File: src/adc_chop_pkg.sv
package adc_chop_pkg;

    // Register indices on the serial port
    localparam logic [4:0] REG_GAIN = 5'h03;
    localparam logic [4:0] REG_DRATE = 5'h04;
    localparam logic [4:0] REG_EXC1 = 5'h06;
    localparam logic [4:0] REG_EXC2 = 5'h07;
    localparam logic [4:0] REG_BIAS = 5'h08;
    localparam logic [4:0] REG_SYS = 5'h09;

    // Reset values
    localparam logic [7:0] GAIN_RST = 8'h00;
    localparam logic [7:0] DRATE_RST = 8'h14;
    localparam logic [7:0] EXC1_RST = 8'h00;
    localparam logic [7:0] EXC2_RST = 8'hFF;
    localparam logic [7:0] BIAS_RST = 8'h00;
    localparam logic [7:0] SYS_RST = 8'h10;

    // Field positions
    localparam int GAIN_DELAY_LSB = 5;
    localparam int DR_CHOP_BIT = 7;
    localparam int DR_SINGLE_BIT = 5;
    localparam int DR_LOWLAT_BIT = 4;
    localparam int DR_RATE_LSB = 0;
    localparam int EXC1_MAG_LSB = 0;
    localparam int EXC2_FIRST_LSB = 0;
    localparam int EXC2_SECOND_LSB = 4;
    localparam int BIAS_LEVEL_BIT = 7;
    localparam int BIAS_PINS_LSB = 0;
    localparam int SYS_MON_LSB = 5;
    localparam logic [2:0] MON_TEMP = 3'h2;

    // Serial opcodes
    localparam logic [7:0] OP_START = 8'h08;
    localparam logic [2:0] OP_RREG_TOP = 3'h1;
    localparam logic [2:0] OP_WREG_TOP = 3'h2;

    // Clocking: modulator period is 16 ADC clocks
    localparam int SYS_CLK_PERIOD_NS = 100;
    localparam int SYS_CLK_KHZ = 1000000 / SYS_CLK_PERIOD_NS;
    localparam int ADC_CLK_KHZ_DEF = 4096;
    localparam int MOD_CLKS = 16;
    localparam int TICK_LIMIT = SYS_CLK_KHZ * MOD_CLKS;

    // Times in modulator periods, per data rate code 0 (2.5) .. 13 (4000)
    localparam int RATE_CODES = 14;
    localparam logic [19:0] LL_FIRST [RATE_CODES] = '{
        20'h19681, 20'h0CE81, 20'h06A81, 20'h03C41, 20'h03881, 20'h01428,
        20'h010E9, 20'h00A28, 20'h00528, 20'h002A8, 20'h00168, 20'h00128,
        20'h000A8, 20'h00068};
    localparam logic [19:0] SINC_FIRST [RATE_CODES] = '{
        20'h4B041, 20'h25841, 20'h12C41, 20'h0B441, 20'h09641, 20'h03C41,
        20'h03239, 20'h01E41, 20'h00F41, 20'h007C1, 20'h00401, 20'h00328,
        20'h001A8, 20'h000E8};
    localparam logic [19:0] DATA_PERIOD [RATE_CODES] = '{
        20'h19000, 20'h0C800, 20'h06400, 20'h03C00, 20'h03200, 20'h01400,
        20'h010A8, 20'h00A00, 20'h00500, 20'h00280, 20'h00140, 20'h00100,
        20'h00080, 20'h00040};
    localparam logic [19:0] DELAY_TICKS [8] = '{
        20'h0000E, 20'h00019, 20'h00040, 20'h00100,
        20'h00400, 20'h00800, 20'h01000, 20'h00001};

    typedef enum logic [1:0] {SEQ_IDLE, SEQ_SETTLE, SEQ_SAMPLE} seq_state_t;

    typedef struct packed {
        logic startCmd;
        logic wrEn;
        logic [4:0] addr;
        logic [7:0] wrData;
    } serial_req_t;

    typedef struct packed {
        logic [3:0] excitationMagnitude;
        logic [3:0] firstSourceRoute;
        logic [3:0] secondSourceRoute;
        logic biasTwelfth;
        logic [6:0] biasPinEnables;
        logic [2:0] monitorSelect;
        logic tempSensorOn;
        logic inputsConnected;
        logic polarityReversed;
    } frontend_t;

endpackage : adc_chop_pkg

File: src/adc_chop_frontend.sv
`timescale 1ns/100ps
module adc_chop_frontend import adc_chop_pkg::*; #(
    parameter int SAMPLE_WIDTH = 16,
    parameter int ADC_CLK_KHZ = ADC_CLK_KHZ_DEF
) (
    input wire logic sys_clk,
    input wire logic rst_n,
    input wire logic clkEn,
    input wire logic startPin,
    input wire logic csPin_n,
    input wire logic sclkPin,
    input wire logic dinPin,
    output logic doutPin,
    output logic doutEn,
    output logic drdyPin_n,
    input wire logic signed [SAMPLE_WIDTH-1:0] convSample,
    output logic signed [SAMPLE_WIDTH-1:0] dataOut,
    output logic dataReady,
    output logic converting,
    output frontend_t frontend
);
    localparam int ACC_W = 20;

    if (SAMPLE_WIDTH < 2 || SAMPLE_WIDTH > 32) begin : g_width_check
        $error("SAMPLE_WIDTH must lie between 2 and 32");
    end
    if (ADC_CLK_KHZ < 1 || ADC_CLK_KHZ >= TICK_LIMIT) begin : g_clk_check
        $error("ADC_CLK_KHZ must be positive and below sys_clk times 16");
    end

    // Reset release through two flops
    logic rstMeta_q, rstSync_q;
    always_ff @(posedge sys_clk or negedge rst_n) begin
        if (!rst_n) begin
            rstMeta_q <= 1'b0;
            rstSync_q <= 1'b0;
        end else begin
            rstMeta_q <= 1'b1;
            rstSync_q <= rstMeta_q;
        end
    end

    // Start pin is asynchronous to sys_clk
    logic startMeta_q, startSync_q, startPrev_q, startEdge;
    always_ff @(posedge sys_clk or negedge rstSync_q) begin
        if (!rstSync_q) begin
            startMeta_q <= 1'b0;
            startSync_q <= 1'b0;
            startPrev_q <= 1'b0;
        end else if (clkEn) begin
            startMeta_q <= startPin;
            startSync_q <= startMeta_q;
            startPrev_q <= startSync_q;
        end
    end
    assign startEdge = startSync_q && !startPrev_q;

    serial_req_t req;
    logic [7:0] rdData;

    serial_port u_serial (
        .sys_clk(sys_clk),
        .rstSync_n(rstSync_q),
        .clkEn(clkEn),
        .csPin_n(csPin_n),
        .sclkPin(sclkPin),
        .dinPin(dinPin),
        .rdData(rdData),
        .doutPin(doutPin),
        .doutEn(doutEn),
        .req(req)
    );

    // Configuration registers
    logic [7:0] gain_q, gain_d, drate_q, drate_d, exc1_q, exc1_d;
    logic [7:0] exc2_q, exc2_d, bias_q, bias_d, sys_q, sys_d;

    function automatic logic [7:0] regRead(
        input logic [4:0] addr,
        input logic [7:0] g, d, e1, e2, b, s
    );
        logic [7:0] v;
        v = 8'h00;
        case (addr)
            REG_GAIN: v = g;
            REG_DRATE: v = d;
            REG_EXC1: v = e1;
            REG_EXC2: v = e2;
            REG_BIAS: v = b;
            REG_SYS: v = s;
            default: v = 8'h00;
        endcase
        return v;
    endfunction : regRead

    assign rdData = regRead(req.addr, gain_q, drate_q, exc1_q, exc2_q,
        bias_q, sys_q);

    always_comb begin
        gain_d = gain_q;
        drate_d = drate_q;
        exc1_d = exc1_q;
        exc2_d = exc2_q;
        bias_d = bias_q;
        sys_d = sys_q;
        if (req.wrEn) begin
            case (req.addr)
                REG_GAIN: gain_d = req.wrData;
                REG_DRATE: drate_d = req.wrData;
                REG_EXC1: exc1_d = req.wrData;
                REG_EXC2: exc2_d = req.wrData;
                REG_BIAS: bias_d = req.wrData;
                REG_SYS: sys_d = req.wrData;
                default: ;
            endcase
        end
    end

    always_ff @(posedge sys_clk or negedge rstSync_q) begin
        if (!rstSync_q) begin
            gain_q <= GAIN_RST;
            drate_q <= DRATE_RST;
            exc1_q <= EXC1_RST;
            exc2_q <= EXC2_RST;
            bias_q <= BIAS_RST;
            sys_q <= SYS_RST;
        end else if (clkEn) begin
            gain_q <= gain_d;
            drate_q <= drate_d;
            exc1_q <= exc1_d;
            exc2_q <= exc2_d;
            bias_q <= bias_d;
            sys_q <= sys_d;
        end
    end

    // Modulator period tick; fractional so any ADC clock divides evenly
    logic [ACC_W-1:0] acc_q, acc_d;
    logic modTick;
    always_comb begin
        acc_d = acc_q + ACC_W'(ADC_CLK_KHZ);
        modTick = acc_d >= ACC_W'(TICK_LIMIT);
        if (modTick) begin
            acc_d = acc_d - ACC_W'(TICK_LIMIT);
        end
    end
    always_ff @(posedge sys_clk or negedge rstSync_q) begin
        if (!rstSync_q) begin
            acc_q <= '0;
        end else if (clkEn) begin
            acc_q <= acc_d;
        end
    end

    // Codes past the table fall back to the fastest rate
    function automatic int rateIndex(input logic [3:0] code);
        return (int'(code) < RATE_CODES) ? int'(code) : RATE_CODES - 1;
    endfunction : rateIndex

    function automatic logic signed [SAMPLE_WIDTH-1:0] chopAverage(
        input logic signed [SAMPLE_WIDTH-1:0] cur,
        input logic signed [SAMPLE_WIDTH-1:0] prev,
        input logic curReversed
    );
        logic signed [SAMPLE_WIDTH:0] normal, flipped, total;
        normal = curReversed ? prev : cur;
        flipped = curReversed ? cur : prev;
        total = normal - flipped;
        return total[SAMPLE_WIDTH:1];
    endfunction : chopAverage

    // Conversion sequencer
    logic chopOn, lowLat, singleShot, trigger;
    logic [19:0] convLen, periodLen, delayLen;
    int rateIdx;
    seq_state_t state_q, state_d;
    logic [19:0] cnt_q, cnt_d;
    logic reversed_q, reversed_d, haveFirst_q, haveFirst_d;
    logic signed [SAMPLE_WIDTH-1:0] prev_q, prev_d, data_q, data_d;
    logic ready_q, ready_d, drdy_q, drdy_d;

    assign chopOn = drate_q[DR_CHOP_BIT];
    assign lowLat = drate_q[DR_LOWLAT_BIT];
    assign singleShot = drate_q[DR_SINGLE_BIT];
    assign rateIdx = rateIndex(drate_q[DR_RATE_LSB +: 4]);
    // Sinc3 lengths already span three settling periods
    assign convLen = lowLat ? LL_FIRST[rateIdx] : SINC_FIRST[rateIdx];
    assign periodLen = DATA_PERIOD[rateIdx];
    assign delayLen = DELAY_TICKS[gain_q[GAIN_DELAY_LSB +: 3]];
    assign trigger = startEdge || req.startCmd;

    always_comb begin
        state_d = state_q;
        cnt_d = cnt_q;
        reversed_d = reversed_q;
        haveFirst_d = haveFirst_q;
        prev_d = prev_q;
        data_d = data_q;
        ready_d = 1'b0;
        drdy_d = drdy_q;
        if (trigger) begin
            // Restart discards any half-finished chop pair
            state_d = SEQ_SETTLE;
            cnt_d = delayLen;
            reversed_d = 1'b0;
            haveFirst_d = 1'b0;
            drdy_d = 1'b1;
        end else if (modTick) begin
            case (state_q)
                SEQ_SETTLE: begin
                    if (cnt_q > 20'h00001) begin
                        cnt_d = cnt_q - 20'h00001;
                    end else begin
                        state_d = SEQ_SAMPLE;
                        cnt_d = convLen;
                    end
                end
                SEQ_SAMPLE: begin
                    if (cnt_q > 20'h00001) begin
                        cnt_d = cnt_q - 20'h00001;
                    end else if (chopOn) begin
                        prev_d = convSample;
                        reversed_d = !reversed_q;
                        haveFirst_d = 1'b1;
                        state_d = SEQ_SETTLE;
                        cnt_d = delayLen;
                        if (haveFirst_q) begin
                            data_d = chopAverage(convSample, prev_q,
                                reversed_q);
                            ready_d = 1'b1;
                            drdy_d = 1'b0;
                            if (singleShot) begin
                                state_d = SEQ_IDLE;
                                reversed_d = 1'b0;
                            end
                        end
                    end else begin
                        data_d = convSample;
                        ready_d = 1'b1;
                        drdy_d = 1'b0;
                        state_d = singleShot ? SEQ_IDLE : SEQ_SAMPLE;
                        cnt_d = periodLen;
                    end
                end
                default: state_d = SEQ_IDLE;
            endcase
        end
    end

    always_ff @(posedge sys_clk or negedge rstSync_q) begin
        if (!rstSync_q) begin
            state_q <= SEQ_IDLE;
            cnt_q <= '0;
            reversed_q <= 1'b0;
            haveFirst_q <= 1'b0;
            prev_q <= '0;
            data_q <= '0;
            ready_q <= 1'b0;
            drdy_q <= 1'b1;
        end else if (clkEn) begin
            state_q <= state_d;
            cnt_q <= cnt_d;
            reversed_q <= reversed_d;
            haveFirst_q <= haveFirst_d;
            prev_q <= prev_d;
            data_q <= data_d;
            ready_q <= ready_d;
            drdy_q <= drdy_d;
        end
    end

    // Front-end settings; reference enable stays the host's job
    frontend_t fe_q, fe_d;
    always_comb begin
        fe_d.excitationMagnitude = exc1_q[EXC1_MAG_LSB +: 4];
        fe_d.firstSourceRoute = exc2_q[EXC2_FIRST_LSB +: 4];
        fe_d.secondSourceRoute = exc2_q[EXC2_SECOND_LSB +: 4];
        fe_d.biasTwelfth = bias_q[BIAS_LEVEL_BIT];
        fe_d.biasPinEnables = bias_q[BIAS_PINS_LSB +: 7];
        fe_d.monitorSelect = sys_q[SYS_MON_LSB +: 3];
        // Gain is not forwarded here; only its delay field is used, to set the settle time
        fe_d.tempSensorOn = sys_q[SYS_MON_LSB +: 3] == MON_TEMP;
        fe_d.inputsConnected = sys_q[SYS_MON_LSB +: 3] != MON_TEMP;
        fe_d.polarityReversed = reversed_d;
    end
    always_ff @(posedge sys_clk or negedge rstSync_q) begin
        if (!rstSync_q) begin
            fe_q <= '0;
        end else if (clkEn) begin
            fe_q <= fe_d;
        end
    end

    assign frontend = fe_q;
    assign dataOut = data_q;
    assign dataReady = ready_q;
    assign drdyPin_n = drdy_q;
    assign converting = state_q != SEQ_IDLE;

endmodule : adc_chop_frontend

File: src/serial_port.sv
`timescale 1ns/100ps
module serial_port import adc_chop_pkg::*; (
    input wire logic sys_clk,
    input wire logic rstSync_n,
    input wire logic clkEn,
    input wire logic csPin_n,
    input wire logic sclkPin,
    input wire logic dinPin,
    input wire logic [7:0] rdData,
    output logic doutPin,
    output logic doutEn,
    output serial_req_t req
);
    logic [2:0] meta_q, sync_q;
    logic sclkPrev_q;
    logic [3:0] bitCnt_q, bitCnt_d;
    logic [7:0] shiftIn_q, shiftIn_d, op_q, op_d, shiftOut_q, shiftOut_d;
    logic dout_q, dout_d;
    serial_req_t req_q, req_d;
    logic csLow, sclk, din, fall, rise, isRead, isWrite;
    logic [7:0] inByte;

    // Pins come from the host's domain
    always_ff @(posedge sys_clk or negedge rstSync_n) begin
        if (!rstSync_n) begin
            meta_q <= 3'h1;
            sync_q <= 3'h1;
            sclkPrev_q <= 1'b0;
        end else if (clkEn) begin
            meta_q <= {dinPin, sclkPin, csPin_n};
            sync_q <= meta_q;
            sclkPrev_q <= sync_q[1];
        end
    end

    assign csLow = !sync_q[0];
    assign sclk = sync_q[1];
    assign din = sync_q[2];
    assign fall = csLow && sclkPrev_q && !sclk;
    assign rise = csLow && !sclkPrev_q && sclk;
    assign inByte = {shiftIn_q[6:0], din};
    assign isRead = op_q[7:5] == OP_RREG_TOP;
    assign isWrite = op_q[7:5] == OP_WREG_TOP;

    always_comb begin
        bitCnt_d = bitCnt_q;
        shiftIn_d = shiftIn_q;
        op_d = op_q;
        shiftOut_d = shiftOut_q;
        dout_d = dout_q;
        req_d = req_q;
        req_d.startCmd = 1'b0;
        req_d.wrEn = 1'b0;
        if (!csLow) begin
            bitCnt_d = 4'h0;
            dout_d = 1'b0;
        end else if (fall) begin
            shiftIn_d = inByte;
            bitCnt_d = bitCnt_q + 4'h1;
            // Seventh falling edge of the start opcode begins converting
            if (bitCnt_q == 4'h6 && inByte[6:0] == OP_START[7:1]) begin
                req_d.startCmd = 1'b1;
            end
            if (bitCnt_q == 4'h7) begin
                op_d = inByte;
                req_d.addr = inByte[4:0];
                if (inByte[7:5] != OP_RREG_TOP &&
                        inByte[7:5] != OP_WREG_TOP) begin
                    bitCnt_d = 4'h0;
                end
            end
            if (bitCnt_q == 4'hF && isWrite) begin
                req_d.wrEn = 1'b1;
                req_d.wrData = inByte;
            end
        end else if (rise && bitCnt_q >= 4'h8) begin
            // Data changes on rising edges, host samples on falling
            if (bitCnt_q == 4'h8) begin
                dout_d = isRead && rdData[7];
                shiftOut_d = {rdData[6:0], 1'b0};
            end else begin
                dout_d = isRead && shiftOut_q[7];
                shiftOut_d = {shiftOut_q[6:0], 1'b0};
            end
        end
    end

    always_ff @(posedge sys_clk or negedge rstSync_n) begin
        if (!rstSync_n) begin
            bitCnt_q <= 4'h0;
            shiftIn_q <= 8'h00;
            op_q <= 8'h00;
            shiftOut_q <= 8'h00;
            dout_q <= 1'b0;
            req_q <= '0;
        end else if (clkEn) begin
            bitCnt_q <= bitCnt_d;
            shiftIn_q <= shiftIn_d;
            op_q <= op_d;
            shiftOut_q <= shiftOut_d;
            dout_q <= dout_d;
            req_q <= req_d;
        end
    end

    assign req = req_q;
    assign doutPin = dout_q;
    assign doutEn = csLow;

endmodule : serial_port

File: config.mk
export PLATFORM = sky130hd
export DESIGN_NAME = adc_chop_frontend
export DESIGN_NICKNAME = d
export VERILOG_FILES = /design/src/adc_chop_pkg.sv /design/src/adc_chop_frontend.sv /design/src/serial_port.sv
export SDC_FILE = /design/constraint.sdc
export NUM_CORES = 1
export LEC_CHECK = 0
export ABC_AREA = 1
export BUFFER_PORTS_ARGS = -buffer_cell sky130_fd_sc_hd__buf_4
export CAP_MARGIN = 15
export CELL_PAD_IN_SITES_DETAIL_PLACEMENT = 0
export CELL_PAD_IN_SITES_GLOBAL_PLACEMENT = 1
export CORE_MARGIN = 2
export CORE_UTILIZATION = 43
export DETAILED_ROUTE_END_ITERATION = 10
export GPL_TIMING_DRIVEN = 0
export HOLD_SLACK_MARGIN = 0.06
export PLACE_DENSITY_LB_ADDON = 0.1
export SYNTH_ARGS = -nofsm -noshare
export SYNTH_HDL_FRONTEND = slang
export SYNTH_HIERARCHICAL = 1
export SYNTH_SLANG_ARGS = --single-unit
File: constraint.sdc
create_clock -name sys_clk -period 11 [get_ports sys_clk]
set_clock_uncertainty 0.05 [all_clocks]
set_input_delay 0.55 -clock sys_clk [delete_from_list [all_inputs] [get_ports sys_clk]]
set_output_delay 0.55 -clock sys_clk [all_outputs]
set_load 0.01 [all_outputs]
* Word level (Yosys, flattened, before mapping)
Memory sizes are Yosys's and may differ from the RTL's.
Cells that the tools add are included.
W data, S select, Z words.
** Storage, ports and cells
- Register bits :: 206
- ROM bits :: 1120
- Output and inout bits :: 47
- Memories :: 4
** Operators by class
- Add/subtract/negate cells :: 5
- $lt $le $gt $ge :: 6
- Equal/unequal tests :: 25
- Muxes and demuxes :: 70
- Bitwise gates (word level) :: 6
- Reductions and logical operators :: 42
** Memory list
- (name not given) :: depth 16, width 20, read ports 1, clocked after memory_dff 0, write ports 0, line adc_chop_frontend.sv:188 : assign periodLen = DATA_PERIOD[rateIdx];
- (name not given) :: depth 16, width 20, read ports 1, clocked after memory_dff 0, write ports 0, line adc_chop_frontend.sv:187 : assign convLen = lowLat ? LL_FIRST[rateIdx] : SINC_FIRST[rateIdx];
- (name not given) :: depth 16, width 20, read ports 1, clocked after memory_dff 0, write ports 0, line adc_chop_frontend.sv:187
- (name not given) :: depth 8, width 20, read ports 1, clocked after memory_dff 0, write ports 0, line adc_chop_frontend.sv:189 : assign delayLen = DELAY_TICKS[gain_q[GAIN_DELAY_LSB +: 3]];
** Operators by type and width (count)
- $mux W20 :: 15
- $pmux W8 S6 :: 1
- $pmux W20 S2 :: 1
- $mux W17 :: 2
- $ge A32 B5 Y1 const B :: 1
- $mux W1 :: 32
- $mux W16 :: 2
- $not A4 Y32 :: 1
- $mux W15 :: 2
- $reduce_and A3 Y1 :: 9
- $add A20 B13 Y20 const B :: 1
- $ge A20 B18 Y1 const B :: 1
- $gt A20 B1 Y1 const B :: 1
- $mux W4 :: 5
- $sub A20 B1 Y20 const B :: 1
- $sub A20 B18 Y20 const B :: 1
- $sub A17 B17 Y17 :: 1
- $mux W8 :: 2
- $reduce_and A4 Y1 :: 4
- $eq A5 B3 Y1 const B :: 3
- $mux W2 :: 6
- $reduce_and A6 Y1 :: 2
- $reduce_bool A2 Y1 :: 6
- $logic_and A1 B1 Y1 :: 11
- other kinds (26) :: 43

* Longest topological paths before layout
Gate-level depths: netlist of run 1.
- Word-level depth :: 11
- Mapped depth :: 18
- Mapped depth without buffers :: 17

* Modules after synthesis
Netlist of run 1, hierarchy kept.
** Modules (own cells, without submodules)
- adc_chop_frontend :: instances 1, cells each 1378, area each 9522.9 µm², sequential area each 3718.6 µm²
- serial_port :: instances 1, cells each 253, area each 2047.0 µm², sequential area each 1103.6 µm²

* Worst setup path after synthesis of run 1
No wires, ideal clock.
- Path kind :: flip-flop to flip-flop
- Start point :: register frontend[0] (netlist name)
- End point :: register data_q[14], in the netlist dataOut[14]
- Library setup time :: 0.117 ns
- Data arrival time :: 2.383 ns
- Data required time :: 10.833 ns
- Slack :: 8.450 ns
- Stages on the path, launching flop included :: 17
- Clock period less this slack :: 2.550 ns
- Cell sequence :: dfrtp_1 clkbuf_1 clkbuf_1 clkbuf_1 nand2_1 o21ai_0 ha_1 a21oi_1 nand2_1 a21oi_1 nand2_1 nand2_1 nand2_1 nand2_1 nand3_1 nand2_1 nand2_1
** RTL lines
- end signal: assignment :: line adc_chop_frontend.sv:266 : data_q <= data_d;
- end: declaration :: line adc_chop_frontend.sv:179 : logic signed [SAMPLE_WIDTH-1:0] prev_q, prev_d, data_q, data_d;

==> reports/qor.txt, run 1 <==
Layout Nets - 1773
Hold Vio Cnt, Final - 0
Post-cts resize count - 0
Max Cap Viol - 0
Antenna viol nets, final - 0
CTS Buf Count - 17
Synth Register Bits - 192
Clk Tree Root Cell - clkbuf_16
Static leakage - 0.00671 uW
Routability cong. - 0.926
Area growth syn-to-layout - 14.3%
Gr ovfl total - 0
Pwr/cell area - 173 nW/um^2
Vias per inst - 5.19
Setup Buffers After CTS - 0
Area of the core - 26700 sq um
Layout Utilization - 49.6%
Number of remaining DRC errors - 0
# hold bufs at CTS - 1
Number of diodes - 0
Routed wl met2 - 15600 um
Cell taking the most area after synthesis - dfrtp_1
Synthesized cell area - 11600 sq um
CTS Sinks - 192
Initial antenna violation count - 0
CTS clk-pin slew, worst paths - 90 ps
Number of H-tree levels - 4
FP Rows - 60
Share of the synthesized area in the top cell type - 38.5%
Vias - 10800
Synth area leaders - dfrtp_1, nand2_1, o21ai_0
Met3 wire len - 1420 um
Top sig layer - met4
Max Slew Vio Count - 0
Post-synthesis average cell area - 7.09 sq um
Fmax - 295 MHz
Total wire length - 33400 um
Largest net degree at the start of global routing - 65
CP Capture Type - flip-flop
Tightest Hold Check Type - reg2async
Setup TNS Final - 0 ps
Count of different cell masters after synthesis - 53
Mapped Nets - 1681
CP Max Fanout - 10
Die width - 168 um
Setup CP Type - reg2reg
Ys async rst share - 100%
Critical Path RT - 11290 ps
DP HPWL - 25100 um
Post-synth top flop - dfrtp_1
PortBufs - 69
Final setup vio count - 0
Max_slew headroom - 52.3%
Height of the die - 168 um
WL per Instance - 16.1 um
Fill count - 2714
Area of the die - 28200 sq um
Initial DRT Pass Iterations - 5
Fin crit share - 30.8%
Status - complete, no violations
Worst EP arrival - 3680 ps
Worst setup SP type - flip-flop
RSZ-0062 raised after global routing - false
Global-route wire length before repair - 55000 um
Insertion delay to the later sink of the worst-skew pair - 450 ps
Tmin final - 3390 ps
Starting Density - 43.4%
Tightest Pin Transition - 712 ps
Met1 WL - 16000 um
Yosys synthesis warning count - 6
Total GRT Usage - 24.5%
# IOs - 70
Post-Synthesis Cells - 1631
Sequential area share after synthesis - 41.7%
Clock Path Buffers - 2
Post-synth top cells - nand2_1, dfrtp_1, o21ai_0
Max IR drop VDD - 0.116 mV
Most numerous cell in the Yosys netlist - nand2_1
Share of layout cells above drive strength 1 - 11.2%
CTS tree - yes
1st-iter DRT viols - 704
Vias in the first global route - 10300
EDFF count, synth - 0
==> critical path, cell delays in order, from the launching register on <==
cell and delay [ps]:
dfrtp_1 380, clkbuf_1 290, clkbuf_1 420, clkbuf_1 530, nand2_1 120, o21ai_0 110
ha_1 310, a21oi_1 260, o21ai_0 200, nand2_1 110, inv_1 40, nor2_1 130
nand2_1 70, nand2_1 50, nand3_1 60, nand3_1 90, nand2_1 50
==> sequential cells by signal, indices dropped and copies added, names as in the netlist, 4 cells and up <==
| signal | flops |
|---|---|
| drate_q | 8 |
| exc1_q | 8 |
| cnt_q | 20 |
| dataOut | 16 |
| gain_q | 8 |
| u_serial/op_q | 8 |
| u_serial/shiftOut_q | 7 |
| u_serial/shiftIn_q | 7 |
| exc2_q | 8 |
| u_serial/req | 10 |
| acc_q | 12 |
| u_serial/bitCnt_q | 4 |
| sys_q | 8 |
| frontend | 26 |
| prev_q | 16 |
| bias_q | 8 |
==> worst paths after layout <==
path / startpoint / end / slack, ps / cells past startpoint
worst max-delay path: frontend[0]$_DFFE_PN0P_ / dataOut[15]$_DFFE_PN0P_ / 7610 / 16
worst min-delay path: rstSync_q$_DFF_PN0_ / u_serial/meta_q[2]$_DFFE_PN0P_ / 110 / 0
worst max register to register: frontend[0]$_DFFE_PN0P_ / dataOut[15]$_DFFE_PN0P_ / 7610 / 16
worst min register to register: rstSync_q$_DFF_PN0_ / u_serial/meta_q[2]$_DFFE_PN0P_ / 110 / 0
max in group asynchronous: rstSync_q$_DFF_PN0_ / sys_q[4]$_DFFE_PN1P_ / 9810 / 2
min in group sys_clk: dinPin / u_serial/meta_q[2]$_DFFE_PN0P_ / 240 / 3
==> where the power goes <==
part / switching [uW] / total, uW / internal, uW
clock network: 334 / 651 / 317
logic: 503 / 771 / 268
registers: 84.7 / 869 / 784
==> kinds of logic (layout without fill, tap and decap cells) <==
group,Yosys count,after routing,synth area share (%)
buf+inv,217,322,7.85
simple gates,941,941,35.0
mux,1,1,0.0865
other cells,1,1,0.0324
compound gates,230,230,10.6
xor+xnor,22,22,1.83
fa+ha+maj,27,27,2.98
flops,192,192,41.7
==> through the flow <==
step           hold WS [ps]  worst slack, ps  std cells  instance area (sq um)  power (uW)
6_report                111             7610       2077                  13200        2290
5_1_grt                 129             7300       2077                  13200        2450
4_1_cts                 112             7650       2077                  13200        2310
3_5_place_dp            117             7670       2044                  12600        1650
3_3_place_gp            283             2680       2041                  12500        1640
2_1_floorplan           204             5230       1631                  11600        1440
==> placed cells by master, fill, tap and decap left out, types with 7 or more instances in the layout <==
cell       count
nand3_1       97
a21oi_1       34
nor3_1        11
nor2_2         8
buf_4         77
clkbuf_16     17
nand3b_1       7
o21ai_0      158
dfstp_2       14
nand2_1      655
nand2_2        8
clkbuf_1      32
nor2_1        90
inv_1        147
xor2_1        18
ha_1          26
nand4_1       39
buf_2         12
dfrtp_1      177
o21ai_1       11
==> layer usage <==
layer	up-vias	track usage, %
met3	26	3.01
li1	5414	-
met2	238	40.6
met5	-	0
met4	0	5.18
met1	5098	34.6
==> layout make-up <==
cell class                      count  area (sq um)  area share [%]
Clock buffer                       18           439            3.32
Sequential cell                   192          4830            36.5
Clock inverter                     14           175            1.32
Buffer                             60           315            2.38
Tap cell                          341           427            3.23
Multi-Input combinational cell   1222          5840            44.2
Inverter                          157           593            4.48
Timing Repair Buffer               73           611            4.62
No activity file was read; power rests on OpenSTA's default activity.
==> run 2, diff against run 1 <==
- clock period: 11 -> 3.47 ns (I/O delays scaled with it)
==> run 2 against run 1 <==
Design area is 2.0% higher. Non-clock buffer count is 25 higher. Sequential share of layout area is 0.71 points lower. Clock-buffer cell count stayed put. Worst hold slack better by 110 ps. Highest routed layer unchanged.
==> reports/qor.txt, run 2 (synthesized netlist as in run 1, its figures left out) <==
Status - complete, no violations
Vias per inst - 5.16
Vias - 10800
DP HPWL - 24900 um
Share of layout cells above drive strength 1 - 11.2%
Area of placed instances - 12600 sq um
Max IR drop VDD - 0.351 mV
Vias in the first global route - 10400
FP Rows - 60
Area of the die - 28200 sq um
Number of H-tree levels - 4
CTS Sinks - 192
Worst setup SP type - flip-flop
Pwr/cell area - 542 nW/um^2
Gr ovfl total - 0
Commonest non-fill, non-tap cell in the layout - nand2_1
Height of the die - 168 um
Tmin final - 3070 ps
Max FFs per register - 26
CP Max Fanout - 10
Area growth syn-to-layout - 16.6%
Antenna viol nets, final - 0
Fill count - 2740
Tightest Pin Transition - 660 ps
Initial antenna violation count - 0
Largest net degree at the start of global routing - 68
Tot Pwr - 7310 uW
CTS tree - yes
PortBufs - 69
Initial DRT Pass Iterations - 5
Worst R2R Start - frontend[0]$_DFFE_PN0P_
Insertion delay to the later sink of the worst-skew pair - 450 ps
# IOs - 70
CTS Buf Count - 17
Leading cell types in the layout, fill and taps excluded - nand2_1, dfrtp_1, o21ai_0, inv_1, nand3_1
CTS clk-pin slew, worst paths - 90 ps
Fin crit share - 88.4%
Number of diodes - 0
Max Cap Viol - 0
Area of the core - 26700 sq um
Layout Nets - 1798
Max Slew Vio Count - 0
Total GRT Usage - 24.5%
1st-iter DRT viols - 835
Starting Density - 43.4%
Fmax - 326 MHz
Tightest Hold Check Type - reg2async
CP Capture Type - flip-flop
Die width - 168 um
Final setup vio count - 0
Number of remaining DRC errors - 0
Static leakage - 0.00683 uW
Routability cong. - 0.900
Hold Vio Cnt, Final - 0
Setup Buffers After CTS - 0
Global-route wire length before repair - 54900 um
WL per Instance - 16.0 um
RSZ-0062 raised after global routing - false
Worst EP arrival - 3340 ps
Critical Path Source - frontend[0]$_DFFE_PN0P_
Finished Cell Area - 13500 sq um
Clock Path Buffers - 2
Setup CP Type - reg2reg
Total wire length - 33600 um
Max_slew headroom - 56.0%
Critical Path RT - 3750 ps
Clk Tree Root Cell - clkbuf_16
## run 2: changes by cell type in the layout (fill, tap and decap cells not counted), sizes merged
| cell | previous run | this run |
|---|---|---|
| dlygate4sd3 | 1 | 26 |
| clkinv | 11 | 14 |
| inv | 160 | 157 |
## run 2: area by class of cell
cell class | instances | area (sq um) | area share [%]
clock inverters | 14 | 185 | 1.37
flip-flops and latches | 192 | 4830 | 35.8
multi-input cells | 1222 | 5840 | 43.3
repair buffers | 98 | 861 | 6.38
well taps | 341 | 427 | 3.16
clock buffers | 18 | 439 | 3.26
plain buffers | 60 | 319 | 2.37
inverters | 157 | 593 | 4.40
## run 2: path summary, 6_finish.rpt
kind	endpoint	slack, ps	cells past startpoint
setup / recovery	dataOut[14]$_DFFE_PN0P_	400	16
hold / removal	u_serial/op_q[6]$_DFFE_PN0P_	220	0
setup reg to reg	dataOut[14]$_DFFE_PN0P_	400	16
hold reg to reg	u_serial/op_q[6]$_DFFE_PN0P_	220	0
max in group asynchronous	drate_q[2]$_DFFE_PN1P_	2130	2
min in group sys_clk	rstSync_q$_DFF_PN0_	310	0
## run 2: metal layers
| metal | track usage, % | wire (um) | vias up |
|---|---|---|---|
| met5 | 0 | 0 | - |
| met4 | 5.82 | 596 | 0 |
| met3 | 4.63 | 1610 | 49 |
| met2 | 39.3 | 15600 | 239 |
| met1 | 34.3 | 15800 | 5093 |
| li1 | - | - | 5457 |
## run 2: per-stage QoR
step                TNS, ps  hold slack [ps]  utilization, %  cells  setup slack, ps
floorplan                 0             -172               -   1631              267
global placement    -188950            -93.1            47.0   2041            -1090
detailed placement        0            -92.5            47.3   2044              137
CTS                       0              228            50.6   2102              108
global route              0              265            50.6   2102             65.7
finish                    0              217            50.6   2102              404
## run 2: report_power, final
part	internal [uW]	leakage, uW	switching, uW
Clock	1010	0.000300	1070
Combinational	871	0.00398	1600
Sequential	2490	0.00255	273
Total	4360	0.00683	2950
## run 2: repair_timing
item,in CTS,in global routing
hold buffers,26,0
hold endpoints to repair,33,0
resized for setup,0,6
setup endpoints to repair,0,13
## run 2: critical path, stage by stage, from the launching register on
cell      delay [ps]
dfrtp_1          390
clkbuf_1         310
clkbuf_2         320
clkbuf_2         290
nand2_1           70
o21ai_0           90
ha_1             300
a21oi_1          370
nand2_1          100
a21oi_1          180
nand2_1           90
nand2_1           80
nand2_1           50
nand2_1           50
nand3_1           60
nand2_1          100
nand2_1           50
